## config.mk

```make
export PLATFORM = sky130hd
export DESIGN_NAME = memory_coherency_policy
export DESIGN_NICKNAME = d
export VERILOG_FILES = /design/src/coherency_pkg.sv /design/src/memory_coherency_policy.sv /design/src/attr_decode.sv /design/src/primary_tag_set.sv
export VERILOG_INCLUDE_DIRS = /design/src /design/src/src
export SDC_FILE = /design/constraint.sdc
export NUM_CORES = 2
export LEC_CHECK = 0
export ABC_AREA = 1
export ABC_CLOCK_PERIOD_IN_PS = 3800
export BUFFER_PORTS_ARGS = -buffer_cell sky130_fd_sc_hd__buf_2
export CORE_MARGIN = 10
export CORE_UTILIZATION = 26
export DETAILED_ROUTE_END_ITERATION = 6
export GPL_TIMING_DRIVEN = 1
export SLEW_MARGIN = 20
export SYNTH_ARGS = -nofsm -noshare
export SYNTH_HDL_FRONTEND = slang
export SYNTH_HIERARCHICAL = 1
export SYNTH_SLANG_ARGS = --single-unit
```

## constraint.sdc

```tcl
create_clock -name CORE_CLK_I -period 3.8 [get_ports CORE_CLK_I]
set_input_delay 0.38 -clock CORE_CLK_I [delete_from_list [all_inputs] [get_ports CORE_CLK_I]]
set_output_delay 0.38 -clock CORE_CLK_I [all_outputs]
set_load 0.05 [all_outputs]
```

## src/coherency_regs.svh

```systemverilog
// constants for the memory attribute policy block
`ifndef COHERENCY_REGS_SVH
`define COHERENCY_REGS_SVH
`define ATTR_W 3
`define ATTR_UNCACHED 3'h2
`define ATTR_WRITEBACK 3'h3
`define ATTR_ACCEL 3'h7
`define LINE_WORDS 8
`define WORD_IDX_W 3
`define WORD_IDX_MSB 4
`define WORD_IDX_LSB 2
`define LAST_WORD 3'h7
`define LINE_ADDR_MSB 39
`define LINE_ADDR_LSB 5
`define SET_W 4
`define SET_MSB 8
`define SET_LSB 5
`define TAG_MSB 39
`define TAG_LSB 9
`define TAG_W 31
`define KSEG_SELECT 3'h5
`define KSEG_MSB 31
`define KSEG_LSB 29
`define XKPHYS_TOP 2'h2
`define XKPHYS_CA_MSB 61
`define XKPHYS_CA_LSB 59
`define ZERO_WORD 32'h0000_0000
`define ZERO_ADDR 40'h00_0000_0000
`define ADDR_W 40
`endif

```

## src/coherency_pkg.sv

```systemverilog
// types for the memory attribute policy block
package coherency_pkg;
    typedef enum logic [1:0] {
        POL_UNCACHED = 2'h0,
        POL_WRITEBACK = 2'h1,
        POL_ACCEL = 2'h2
    } policy_type;
    typedef enum logic [1:0] {
        BUS_NONE = 2'h0,
        BUS_SINGLE = 2'h1,
        BUS_BLOCK_READ = 2'h2,
        BUS_BLOCK_WRITE = 2'h3
    } bus_kind_type;
    typedef enum logic [6:0] {
        ST_IDLE = 7'h01,
        ST_UC_WAIT = 7'h02,
        ST_L2_LOOK = 7'h04,
        ST_MEM_READ = 7'h08,
        ST_WB = 7'h10,
        ST_DRAIN = 7'h20,
        ST_INVAL = 7'h40
    } state_type;
endpackage

```

## src/memory_coherency_policy.sv

```systemverilog
// load/store attribute policy, small primary tag array and gather buffer
`timescale 1ns/1ps
`include "coherency_regs.svh"
module memory_coherency_policy
    import coherency_pkg::*;
(
    // clock and reset
    input wire logic CORE_CLK_I,
    input wire logic ARST_N_I,
    // pipeline request
    input wire logic REQ_VALID_I,
    input wire logic REQ_WRITE_I,
    input wire logic REQ_SYNC_I,
    input wire logic REQ_HIT_INVAL_I,
    input wire logic REQ_HIT_WB_INVAL_I,
    input wire logic [63:0] REQ_VADDR_I,
    input wire logic [`ADDR_W-1:0] REQ_PADDR_I,
    input wire logic [`ATTR_W-1:0] REQ_ATTR_I,
    input wire logic [31:0] REQ_WDATA_I,
    input wire logic LOADS_PENDING_I,
    // pipeline answer
    output logic STALL_O,
    output logic DONE_O,
    output logic [31:0] RDATA_O,
    // secondary cache
    output logic L2_LOOK_O,
    output logic L2_WRITE_O,
    output logic [`ADDR_W-1:0] L2_ADDR_O,
    input wire logic L2_DONE_I,
    input wire logic L2_HIT_I,
    // external bus
    output logic BUS_REQ_O,
    output logic BUS_PRIORITY_O,
    output bus_kind_type BUS_KIND_O,
    output logic BUS_WRITE_O,
    output logic [`ADDR_W-1:0] BUS_ADDR_O,
    output logic [31:0] BUS_WDATA_O,
    input wire logic BUS_DONE_I,
    input wire logic [31:0] BUS_RDATA_I
);
    // no snoop port exists; coherency is left to software
    // attribute arrives per access from the translation entry
    state_type state_reg;
    policy_type policy;
    logic [`TAG_W-1:0] look_tag;
    logic [`SET_W-1:0] set_idx;
    logic [(1<<`SET_W)-1:0] hit_vec, dirty_vec, fill_vec, inval_vec;
    logic [(1<<`SET_W)-1:0] dset_vec;
    logic [`TAG_W-1:0] tag_arr [(1<<`SET_W)];
    logic hit, dirty_hit;
    logic [31:0] gather_reg [`LINE_WORDS];
    logic [`LINE_WORDS-1:0] gvalid_reg;
    logic [`ADDR_W-1:0] gbase_reg;
    logic [`WORD_IDX_W-1:0] gnext_reg, drain_idx_reg;
    logic [`ADDR_W-1:0] pend_addr_reg;
    logic pend_write_reg, pend_mem_reg, pend_fill_reg;
    logic gather_active;
    logic seq_store;
    logic accept;

    attr_decode u_decode (
        .vaddr_i(REQ_VADDR_I),
        .page_attr_i(REQ_ATTR_I),
        .policy_o(policy)
    );

    assign look_tag = REQ_PADDR_I[`TAG_MSB:`TAG_LSB];
    assign set_idx = REQ_PADDR_I[`SET_MSB:`SET_LSB];

    genvar g;
    generate
        for (g = 0; g < (1<<`SET_W); g++) begin : g_set
            primary_tag_set u_set (
                .clk_i(CORE_CLK_I),
                .arst_n_i(ARST_N_I),
                .fill_i(fill_vec[g]),
                .dirty_set_i(dset_vec[g]),
                .inval_i(inval_vec[g]),
                .fill_tag_i(pend_addr_reg[`TAG_MSB:`TAG_LSB]),
                .look_tag_i(look_tag),
                .hit_o(hit_vec[g]),
                .dirty_o(dirty_vec[g]),
                .tag_o(tag_arr[g])
            );
        end
    endgenerate

    assign hit = hit_vec[set_idx];
    assign dirty_hit = dirty_vec[set_idx];
    assign gather_active = |gvalid_reg;
    assign accept = REQ_VALID_I && state_reg == ST_IDLE && !STALL_O;
    assign seq_store = REQ_WRITE_I && policy == POL_ACCEL &&
        (!gather_active ||
         (REQ_PADDR_I[`LINE_ADDR_MSB:`LINE_ADDR_LSB] ==
          gbase_reg[`LINE_ADDR_MSB:`LINE_ADDR_LSB] &&
          REQ_PADDR_I[`WORD_IDX_MSB:`WORD_IDX_LSB] == gnext_reg));

    // tag array updates
    always_comb begin
        fill_vec = '0;
        inval_vec = '0;
        dset_vec = '0;
        if (pend_fill_reg && ((state_reg == ST_L2_LOOK && L2_DONE_I &&
            L2_HIT_I) || (state_reg == ST_MEM_READ && BUS_DONE_I))) begin
            fill_vec[pend_addr_reg[`SET_MSB:`SET_LSB]] = 1'b1;
            dset_vec[pend_addr_reg[`SET_MSB:`SET_LSB]] = pend_write_reg;
        end
        if (accept && policy == POL_WRITEBACK && hit && REQ_WRITE_I &&
            !REQ_HIT_INVAL_I && !REQ_HIT_WB_INVAL_I) begin
            dset_vec[set_idx] = 1'b1;
        end
        if (state_reg == ST_INVAL) begin
            inval_vec[pend_addr_reg[`SET_MSB:`SET_LSB]] = 1'b1;
        end
    end

    // main sequencer
    always_ff @(posedge CORE_CLK_I or negedge ARST_N_I) begin
        if (!ARST_N_I) begin
            state_reg <= ST_IDLE;
            pend_addr_reg <= `ZERO_ADDR;
            pend_write_reg <= 1'b0;
            pend_mem_reg <= 1'b0;
            pend_fill_reg <= 1'b0;
            drain_idx_reg <= '0;
        end else begin
            unique case (state_reg)
                ST_IDLE: begin
                    if (accept) begin
                        pend_addr_reg <= REQ_PADDR_I;
                        pend_write_reg <= REQ_WRITE_I;
                        pend_fill_reg <= 1'b0;
                        if (REQ_HIT_INVAL_I || REQ_HIT_WB_INVAL_I) begin
                            if (hit && dirty_hit && REQ_HIT_WB_INVAL_I) begin
                                state_reg <= ST_WB;
                                pend_addr_reg <= {tag_arr[set_idx],
                                    set_idx, 5'h00};
                            end else if (hit) begin
                                state_reg <= ST_INVAL;
                            end
                            // miss retires at once
                        end else if (gather_active && !seq_store &&
                            policy != POL_WRITEBACK && REQ_WRITE_I) begin
                            state_reg <= ST_DRAIN;
                            drain_idx_reg <= '0;
                        end else if (policy == POL_UNCACHED) begin
                            state_reg <= ST_UC_WAIT;
                        end else if (policy == POL_WRITEBACK && !hit) begin
                            pend_fill_reg <= 1'b1;
                            if (dirty_hit) begin
                                pend_addr_reg <= REQ_PADDR_I;
                            end
                            state_reg <= ST_L2_LOOK;
                        end
                    end
                end
                ST_UC_WAIT: begin
                    if (BUS_DONE_I) begin
                        state_reg <= ST_IDLE;
                    end
                end
                ST_L2_LOOK: begin
                    if (L2_DONE_I) begin
                        state_reg <= L2_HIT_I ? ST_IDLE : ST_MEM_READ;
                    end
                end
                ST_MEM_READ: begin
                    if (BUS_DONE_I) begin
                        state_reg <= ST_IDLE;
                    end
                end
                ST_WB: begin
                    if (BUS_DONE_I) begin
                        state_reg <= ST_INVAL;
                    end
                end
                ST_DRAIN: begin
                    if (BUS_DONE_I || !gvalid_reg[drain_idx_reg]) begin
                        drain_idx_reg <= drain_idx_reg + 3'h1;
                        if (drain_idx_reg == `LAST_WORD) begin
                            state_reg <= ST_IDLE;
                        end
                    end
                end
                ST_INVAL: state_reg <= ST_IDLE;
                default: state_reg <= ST_IDLE;
            endcase
        end
    end

    // gather buffer for accelerated stores
    always_ff @(posedge CORE_CLK_I or negedge ARST_N_I) begin
        if (!ARST_N_I) begin
            gvalid_reg <= '0;
            gbase_reg <= `ZERO_ADDR;
            gnext_reg <= '0;
            for (int i = 0; i < `LINE_WORDS; i++) begin
                gather_reg[i] <= `ZERO_WORD;
            end
        end else if (state_reg == ST_DRAIN && drain_idx_reg == `LAST_WORD &&
            (BUS_DONE_I || !gvalid_reg[drain_idx_reg])) begin
            gvalid_reg <= '0;
        end else if (state_reg == ST_IDLE && BUS_DONE_I &&
            BUS_KIND_O == BUS_BLOCK_WRITE) begin
            gvalid_reg <= '0;
        end else if (accept && seq_store && !REQ_HIT_INVAL_I &&
            !REQ_HIT_WB_INVAL_I) begin
            gather_reg[REQ_PADDR_I[`WORD_IDX_MSB:`WORD_IDX_LSB]] <=
                REQ_WDATA_I;
            gvalid_reg[REQ_PADDR_I[`WORD_IDX_MSB:`WORD_IDX_LSB]] <= 1'b1;
            gnext_reg <= REQ_PADDR_I[`WORD_IDX_MSB:`WORD_IDX_LSB] + 3'h1;
            if (!gather_active) begin
                gbase_reg <= REQ_PADDR_I;
            end
        end
    end

    // external bus request
    always_ff @(posedge CORE_CLK_I or negedge ARST_N_I) begin
        if (!ARST_N_I) begin
            BUS_REQ_O <= 1'b0;
            BUS_PRIORITY_O <= 1'b0;
            BUS_KIND_O <= BUS_NONE;
            BUS_WRITE_O <= 1'b0;
            BUS_ADDR_O <= `ZERO_ADDR;
            BUS_WDATA_O <= `ZERO_WORD;
        end else if (BUS_DONE_I) begin
            BUS_REQ_O <= 1'b0;
            BUS_PRIORITY_O <= 1'b0;
            BUS_KIND_O <= BUS_NONE;
        end else if (accept && policy == POL_UNCACHED && !REQ_HIT_INVAL_I &&
            !REQ_HIT_WB_INVAL_I && !(gather_active && REQ_WRITE_I)) begin
            BUS_REQ_O <= 1'b1;
            BUS_PRIORITY_O <= REQ_WRITE_I;
            BUS_KIND_O <= BUS_SINGLE;
            BUS_WRITE_O <= REQ_WRITE_I;
            BUS_ADDR_O <= REQ_PADDR_I;
            BUS_WDATA_O <= REQ_WDATA_I;
        end else if (state_reg == ST_L2_LOOK && L2_DONE_I && !L2_HIT_I) begin
            BUS_REQ_O <= 1'b1;
            BUS_KIND_O <= BUS_BLOCK_READ;
            BUS_WRITE_O <= 1'b0;
            BUS_ADDR_O <= pend_addr_reg;
        end else if (accept && REQ_HIT_WB_INVAL_I && hit && dirty_hit) begin
            BUS_REQ_O <= 1'b1;
            BUS_KIND_O <= BUS_BLOCK_WRITE;
            BUS_WRITE_O <= 1'b1;
            BUS_ADDR_O <= {tag_arr[set_idx], set_idx, 5'h00};
        end else if (state_reg == ST_DRAIN && !BUS_REQ_O &&
            gvalid_reg[drain_idx_reg]) begin
            BUS_REQ_O <= 1'b1;
            BUS_KIND_O <= BUS_SINGLE;
            BUS_WRITE_O <= 1'b1;
            BUS_ADDR_O <= {gbase_reg[`LINE_ADDR_MSB:`LINE_ADDR_LSB],
                drain_idx_reg, 2'h0};
            BUS_WDATA_O <= gather_reg[drain_idx_reg];
        end else if (state_reg == ST_IDLE && &gvalid_reg && !BUS_REQ_O) begin
            BUS_REQ_O <= 1'b1;
            BUS_KIND_O <= BUS_BLOCK_WRITE;
            BUS_WRITE_O <= 1'b1;
            BUS_ADDR_O <= {gbase_reg[`LINE_ADDR_MSB:`LINE_ADDR_LSB], 5'h00};
        end
    end

    // secondary cache: lookup on primary miss, written by fills only
    always_ff @(posedge CORE_CLK_I or negedge ARST_N_I) begin
        if (!ARST_N_I) begin
            L2_LOOK_O <= 1'b0;
            L2_WRITE_O <= 1'b0;
            L2_ADDR_O <= `ZERO_ADDR;
        end else begin
            L2_LOOK_O <= accept && policy == POL_WRITEBACK && !hit &&
                !REQ_HIT_INVAL_I && !REQ_HIT_WB_INVAL_I;
            L2_WRITE_O <= state_reg == ST_MEM_READ && BUS_DONE_I;
            if (accept) begin
                L2_ADDR_O <= REQ_PADDR_I;
            end
        end
    end

    // pipeline answer; write-back misses retire without stall
    always_ff @(posedge CORE_CLK_I or negedge ARST_N_I) begin
        if (!ARST_N_I) begin
            STALL_O <= 1'b0;
            DONE_O <= 1'b0;
            RDATA_O <= `ZERO_WORD;
        end else begin
            STALL_O <= (state_reg != ST_IDLE && !(state_reg == ST_L2_LOOK ||
                state_reg == ST_MEM_READ)) ||
                (REQ_SYNC_I && (BUS_REQ_O || LOADS_PENDING_I ||
                gather_active)) || (&gvalid_reg) ||
                (accept && policy == POL_UNCACHED && !REQ_HIT_INVAL_I &&
                !REQ_HIT_WB_INVAL_I);
            DONE_O <= (state_reg == ST_UC_WAIT && BUS_DONE_I) ||
                (accept && !REQ_SYNC_I && policy != POL_UNCACHED);
            if (state_reg == ST_UC_WAIT && BUS_DONE_I) begin
                RDATA_O <= BUS_RDATA_I;
            end
        end
    end
endmodule

```

## src/attr_decode.sv

```systemverilog
// maps a virtual segment and page attribute to a policy
`timescale 1ns/1ps
`include "coherency_regs.svh"
module attr_decode
    import coherency_pkg::*;
(
    input wire logic [63:0] vaddr_i,
    input wire logic [`ATTR_W-1:0] page_attr_i,
    output policy_type policy_o
);
    logic [`ATTR_W-1:0] eff_attr;
    always_comb begin
        eff_attr = page_attr_i;
        if (vaddr_i[`KSEG_MSB:`KSEG_LSB] == `KSEG_SELECT) begin
            eff_attr = `ATTR_UNCACHED;
        end
        if (vaddr_i[63:62] == `XKPHYS_TOP &&
            vaddr_i[`XKPHYS_CA_MSB:`XKPHYS_CA_LSB] == `ATTR_UNCACHED) begin
            eff_attr = `ATTR_UNCACHED;
        end
        unique case (eff_attr)
            `ATTR_WRITEBACK: policy_o = POL_WRITEBACK;
            `ATTR_ACCEL: policy_o = POL_ACCEL;
            default: policy_o = POL_UNCACHED;
        endcase
    end
endmodule

```

## src/primary_tag_set.sv

```systemverilog
// one primary data cache set: tag, valid and dirty
`timescale 1ns/1ps
`include "coherency_regs.svh"
module primary_tag_set (
    input wire logic clk_i,
    input wire logic arst_n_i,
    input wire logic fill_i,
    input wire logic dirty_set_i,
    input wire logic inval_i,
    input wire logic [`TAG_W-1:0] fill_tag_i,
    input wire logic [`TAG_W-1:0] look_tag_i,
    output logic hit_o,
    output logic dirty_o,
    output logic [`TAG_W-1:0] tag_o
);
    logic valid_reg;
    always_ff @(posedge clk_i or negedge arst_n_i) begin
        if (!arst_n_i) begin
            valid_reg <= 1'b0;
            dirty_o <= 1'b0;
            tag_o <= '0;
        end else if (fill_i) begin
            valid_reg <= 1'b1;
            dirty_o <= dirty_set_i;
            tag_o <= fill_tag_i;
        end else if (inval_i) begin
            valid_reg <= 1'b0;
            dirty_o <= 1'b0;
        end else if (dirty_set_i) begin
            dirty_o <= 1'b1;
        end
    end
    assign hit_o = valid_reg && (tag_o == look_tag_i);
endmodule

```

==> run_results.csv <==
group,metric,value,unit
status,run_status,"completed",
logic_synthesis,synthFlopType,"dfrtp_1",
critical_path,critPathKind,"flop to flop",
logic_synthesis,synth.distinct_cells,42,
clocking,htreeDepth,3,
route,drt_iter0_markers,6036,
min_path,hold_start,"REQ_PADDR_I[6]",
power_and_ir_drop,worst_ir_drop_vdd,0.412,mV
floorplanning,initial_core_util,26.1,%
route,wire_per_inst,19.7,um
sta,skew,0.0874,ns
run,drv_cap,0,
sta,finalCriticalPeriod,3.42,ns
logic_synthesis,ys_seq_area_share,45.1,%
layout,nets,8921,
power_and_ir_drop,clkPwrFrac,34.1,%
sta,slew_headroom,17.9,%
clocking,clkTransAtPathRegs,0.06,ns
grt,grt_max_degree,130,
logic_synthesis,synthAdderAreaFrac,0.0653,%
grt,grt_pass1_wl,344000,um
sta,final_hold_viol_count,0,
layout,drive_gt1_share,8.96,%
route,via_per_inst,4.68,
power_and_ir_drop,powerDensity,522,nW/um2
critical_path,critPathMaxFanout,26,
power_and_ir_drop,finalPower,35.4,mW
placed_design,io_buffers,278,
logic_synthesis,synth_top_family_by_area,"simple AND/OR/NAND/NOR gates",
floorplanning,core-area,220000,um2
sta,fmax,293,MHz
power_and_ir_drop,leakage,36.4,nW
logic_synthesis,yosysWarnings,6,
floorplanning,row_count,172,
power_and_ir_drop,p_comb_share,26.6,%
logic_synthesis,synth_nets,8643,
layout,final_area,67900,um2
logic_synthesis,synthSimpleGateAreaFrac,30.3,%
logic_synthesis,ys_top_cells_by_count,"nand2_1 (3622), inv_1 (1087), dfrtp_1 (1034), o21ai_0 (833), nor2_1 (737)",
logic_synthesis,synth_edf_count,0,
clocking,cts_tree,"done",
critical_path,arrival,4.00,ns
logic_synthesis,synth.avg_cell_area,6.79,um2
critical_path,r2r-start,"g_set[4].u_set/tag_o[21]",
logic_synthesis,yosysTopAreaCell,"dfrtp_1",
logic_synthesis,yosys_register_bits,1035,
clocking,worstSkewPairLatency,0.79,ns
power_and_ir_drop,swShare,40.4,%
logic_synthesis,syn_area,57400,um2
grt,antenna_found_initial,31,
logic_synthesis,netlist_instances,8458,
grt,overflow,0,
critical_path,critPathLaunchType,"flop",
clocking,clockRootBuffer,"clkbuf_16",
power_and_ir_drop,p_seq_share,39.3,%
sta,min_period_over_period,89.9,%
layout,syn2layout_area_growth,18.2,%
logic_synthesis,async_reset_ff_share,100,%
logic_synthesis,synth_mux_area_share,0.627,%
sta,setup_viol,0,
layout,fill_cells,23900,
clocking,cts_sinks,1035,
power_and_ir_drop,p_int,21.1,mW
logic_synthesis,yosysTopAreaCellShare,45.0,%
logic_synthesis,synthXorXnorAreaFrac,0.427,%
sta,slew_viol_final,0,
power_and_ir_drop,power_switching,14.3,mW
placed_design,routabilityCongestion,0.928,
sta,worst_pin_slew,1.23,ns
logic_synthesis,synth_compound_area_share,13.1,%
placed_design,dpl.hpwl,166000,um
floorplanning,die-height,490,um
sta,rsz0062_at_grt,"no",
clocking,cts_buffers,113,
grt,grt_pass1_vias,52000,
critical_path,end_kind,"flop",
min_path,min_path_type,"primary input to flop",
grt,track_usage,18.5,%
floorplanning,io_pins,335,
placed_design,place_area,63200,um2
logic_synthesis,synth_most_common_cell,"nand2_1",
clocking,clock_path_buffers,3,
route,drt_wl_total,233000,um
route,route.detailed.drc,0,
floorplanning,die_area,240000,um2
critical_path,cp.required,4.38,ns
route,vias,55300,
layout,largest_reg_flops,496,
critical_path,crit_start,"g_set[4].u_set/tag_o[21]",
route,firstDrtPassIters,6,
floorplanning,die_w,490,um
logic_synthesis,synth_area_leaders,"dfrtp_1 (45%), nand2_1 (24%), o21ai_0 (7.3%)",
route,drtAntennaViolNets,0,
==> through the flow <==
step           setup TNS, ns  hold WS, ns  util, %  instances  setup WS, ns
6_report                   0       0.0509     30.9      11800         0.382
5_1_grt                    0       0.0274     30.9      11800         0.209
4_1_cts                    0      0.00805     30.9      11800         0.426
3_5_place_dp          -0.217        0.453     28.7      11500       -0.0300
3_3_place_gp          -0.288        0.447     28.7      11500       -0.0324
2_1_floorplan              0       0.0844        -       8458          1.55
==> what timing repair did <==
item                       in CTS  in global routing
resized for setup               0                  0
hold endpoints to repair      347                  0
setup endpoints to repair       0                  0
hold buffers                   74                  0
buffers inserted                0                  0
==> final timing paths <==
kind	slack [ns]	depth (start not counted)	end
setup / recovery	0.38	19	BUS_ADDR_O[7]
hold / removal	0.05	3	gbase_reg[6]
max in group asynchronous	2.41	4	g_set[3].u_set/tag_o[19]
setup reg to reg	0.38	19	BUS_ADDR_O[7]
hold reg to reg	0.46	2	gather_reg[84]
min in group asynchronous	0.27	2	g_set[6].u_set/tag_o[24]
==> power by group through the flow <==
stage	clock network, mW	logic (mW)	registers (mW)
3_3_place_gp	0	9.44	14.0
3_5_place_dp	0	9.47	14.1
4_1_cts	12.2	9.57	13.9
6_report	12.1	9.42	13.9
5_1_grt	12.7	10.3	14.0
2_1_floorplan	0	3.50	15.4
==> placed cells by master, fill, tap and decap left out, types with 7 or more instances in the layout <==
| cell | instances |
|---|---|
| a21oi_1 | 78 |
| a32o_1 | 16 |
| o21ai_1 | 11 |
| inv_1 | 1084 |
| buf_12 | 49 |
| nand2_2 | 13 |
| diode_2 | 7 |
| nor2_4 | 26 |
| o211ai_1 | 16 |
| clkinvlp_4 | 9 |
| o21ai_0 | 833 |
| nand2_1 | 3620 |
| buf_4 | 157 |
| xor2_1 | 26 |
| clkbuf_16 | 114 |
| o22ai_1 | 100 |
| clkinv_2 | 24 |
| nand4_1 | 42 |
| clkbuf_8 | 21 |
| nand3_1 | 76 |
| bufinv_16 | 15 |
| mux2_2 | 32 |
| dfrtp_1 | 1032 |
| inv_2 | 20 |
| nand3b_1 | 14 |
| dlygate4sd3_1 | 74 |
| clkbuf_1 | 22 |
| nor2_2 | 10 |
| buf_2 | 277 |
| a22oi_1 | 258 |
| nor2_1 | 718 |
==> metal layers <==
metal / global-route usage, % / vias to the layer above / wire, um
met5: 0 / - / 203
met4: 7.36 / 26 / 10600
met3: 4.06 / 437 / 20100
met2: 29.7 / 2178 / 105000
met1: 24.2 / 25900 / 97100
li1: - / 26700 / -
==> cells by family (layout without fill, tap and decap cells) <==
logic type / after synthesis / count (layout)
simple gates: 4534 / 4534
buf+inv: 1504 / 1878
compound gates: 1322 / 1322
flops: 1035 / 1035
mux: 32 / 32
xor+xnor: 28 / 28
fa+ha+maj: 3 / 3
other cells: 0 / 7
==> area by class of cell <==
| cell class | instances | area, um2 | area share, % |
|---|---|---|---|
| Inverter | 1109 | 4170 | 6.14 |
| Clock buffer | 157 | 3220 | 4.75 |
| Tap cell | 2958 | 3700 | 5.45 |
| Sequential cell | 1035 | 25900 | 38.1 |
| Antenna cell | 7 | 17.5 | 0.0258 |
| Multi-Input combinational cell | 5919 | 25800 | 38.0 |
| Clock inverter | 54 | 788 | 1.16 |
| Timing Repair Buffer | 558 | 4300 | 6.33 |
==> worst max-delay path: stages (launching register included) <==
cell and delay (ns):
dfrtp_1 0.51, nand2_1 0.12, nand2_1 0.05, nor2_1 0.28, nand2_1 0.18, nor2_1 0.19, nand2_1 0.08, nor2_1 0.10
nand2_1 0.06, nand4_1 0.22, nand2_1 0.09, nand2_1 0.08, nor2_2 0.11, nor2_4 0.15, nand3_2 0.17, nand2_2 0.15
buf_12 0.20, nand3b_1 0.11, nor2_1 0.29, nor2_1 0.07
(Power assumes the default switching activity.)
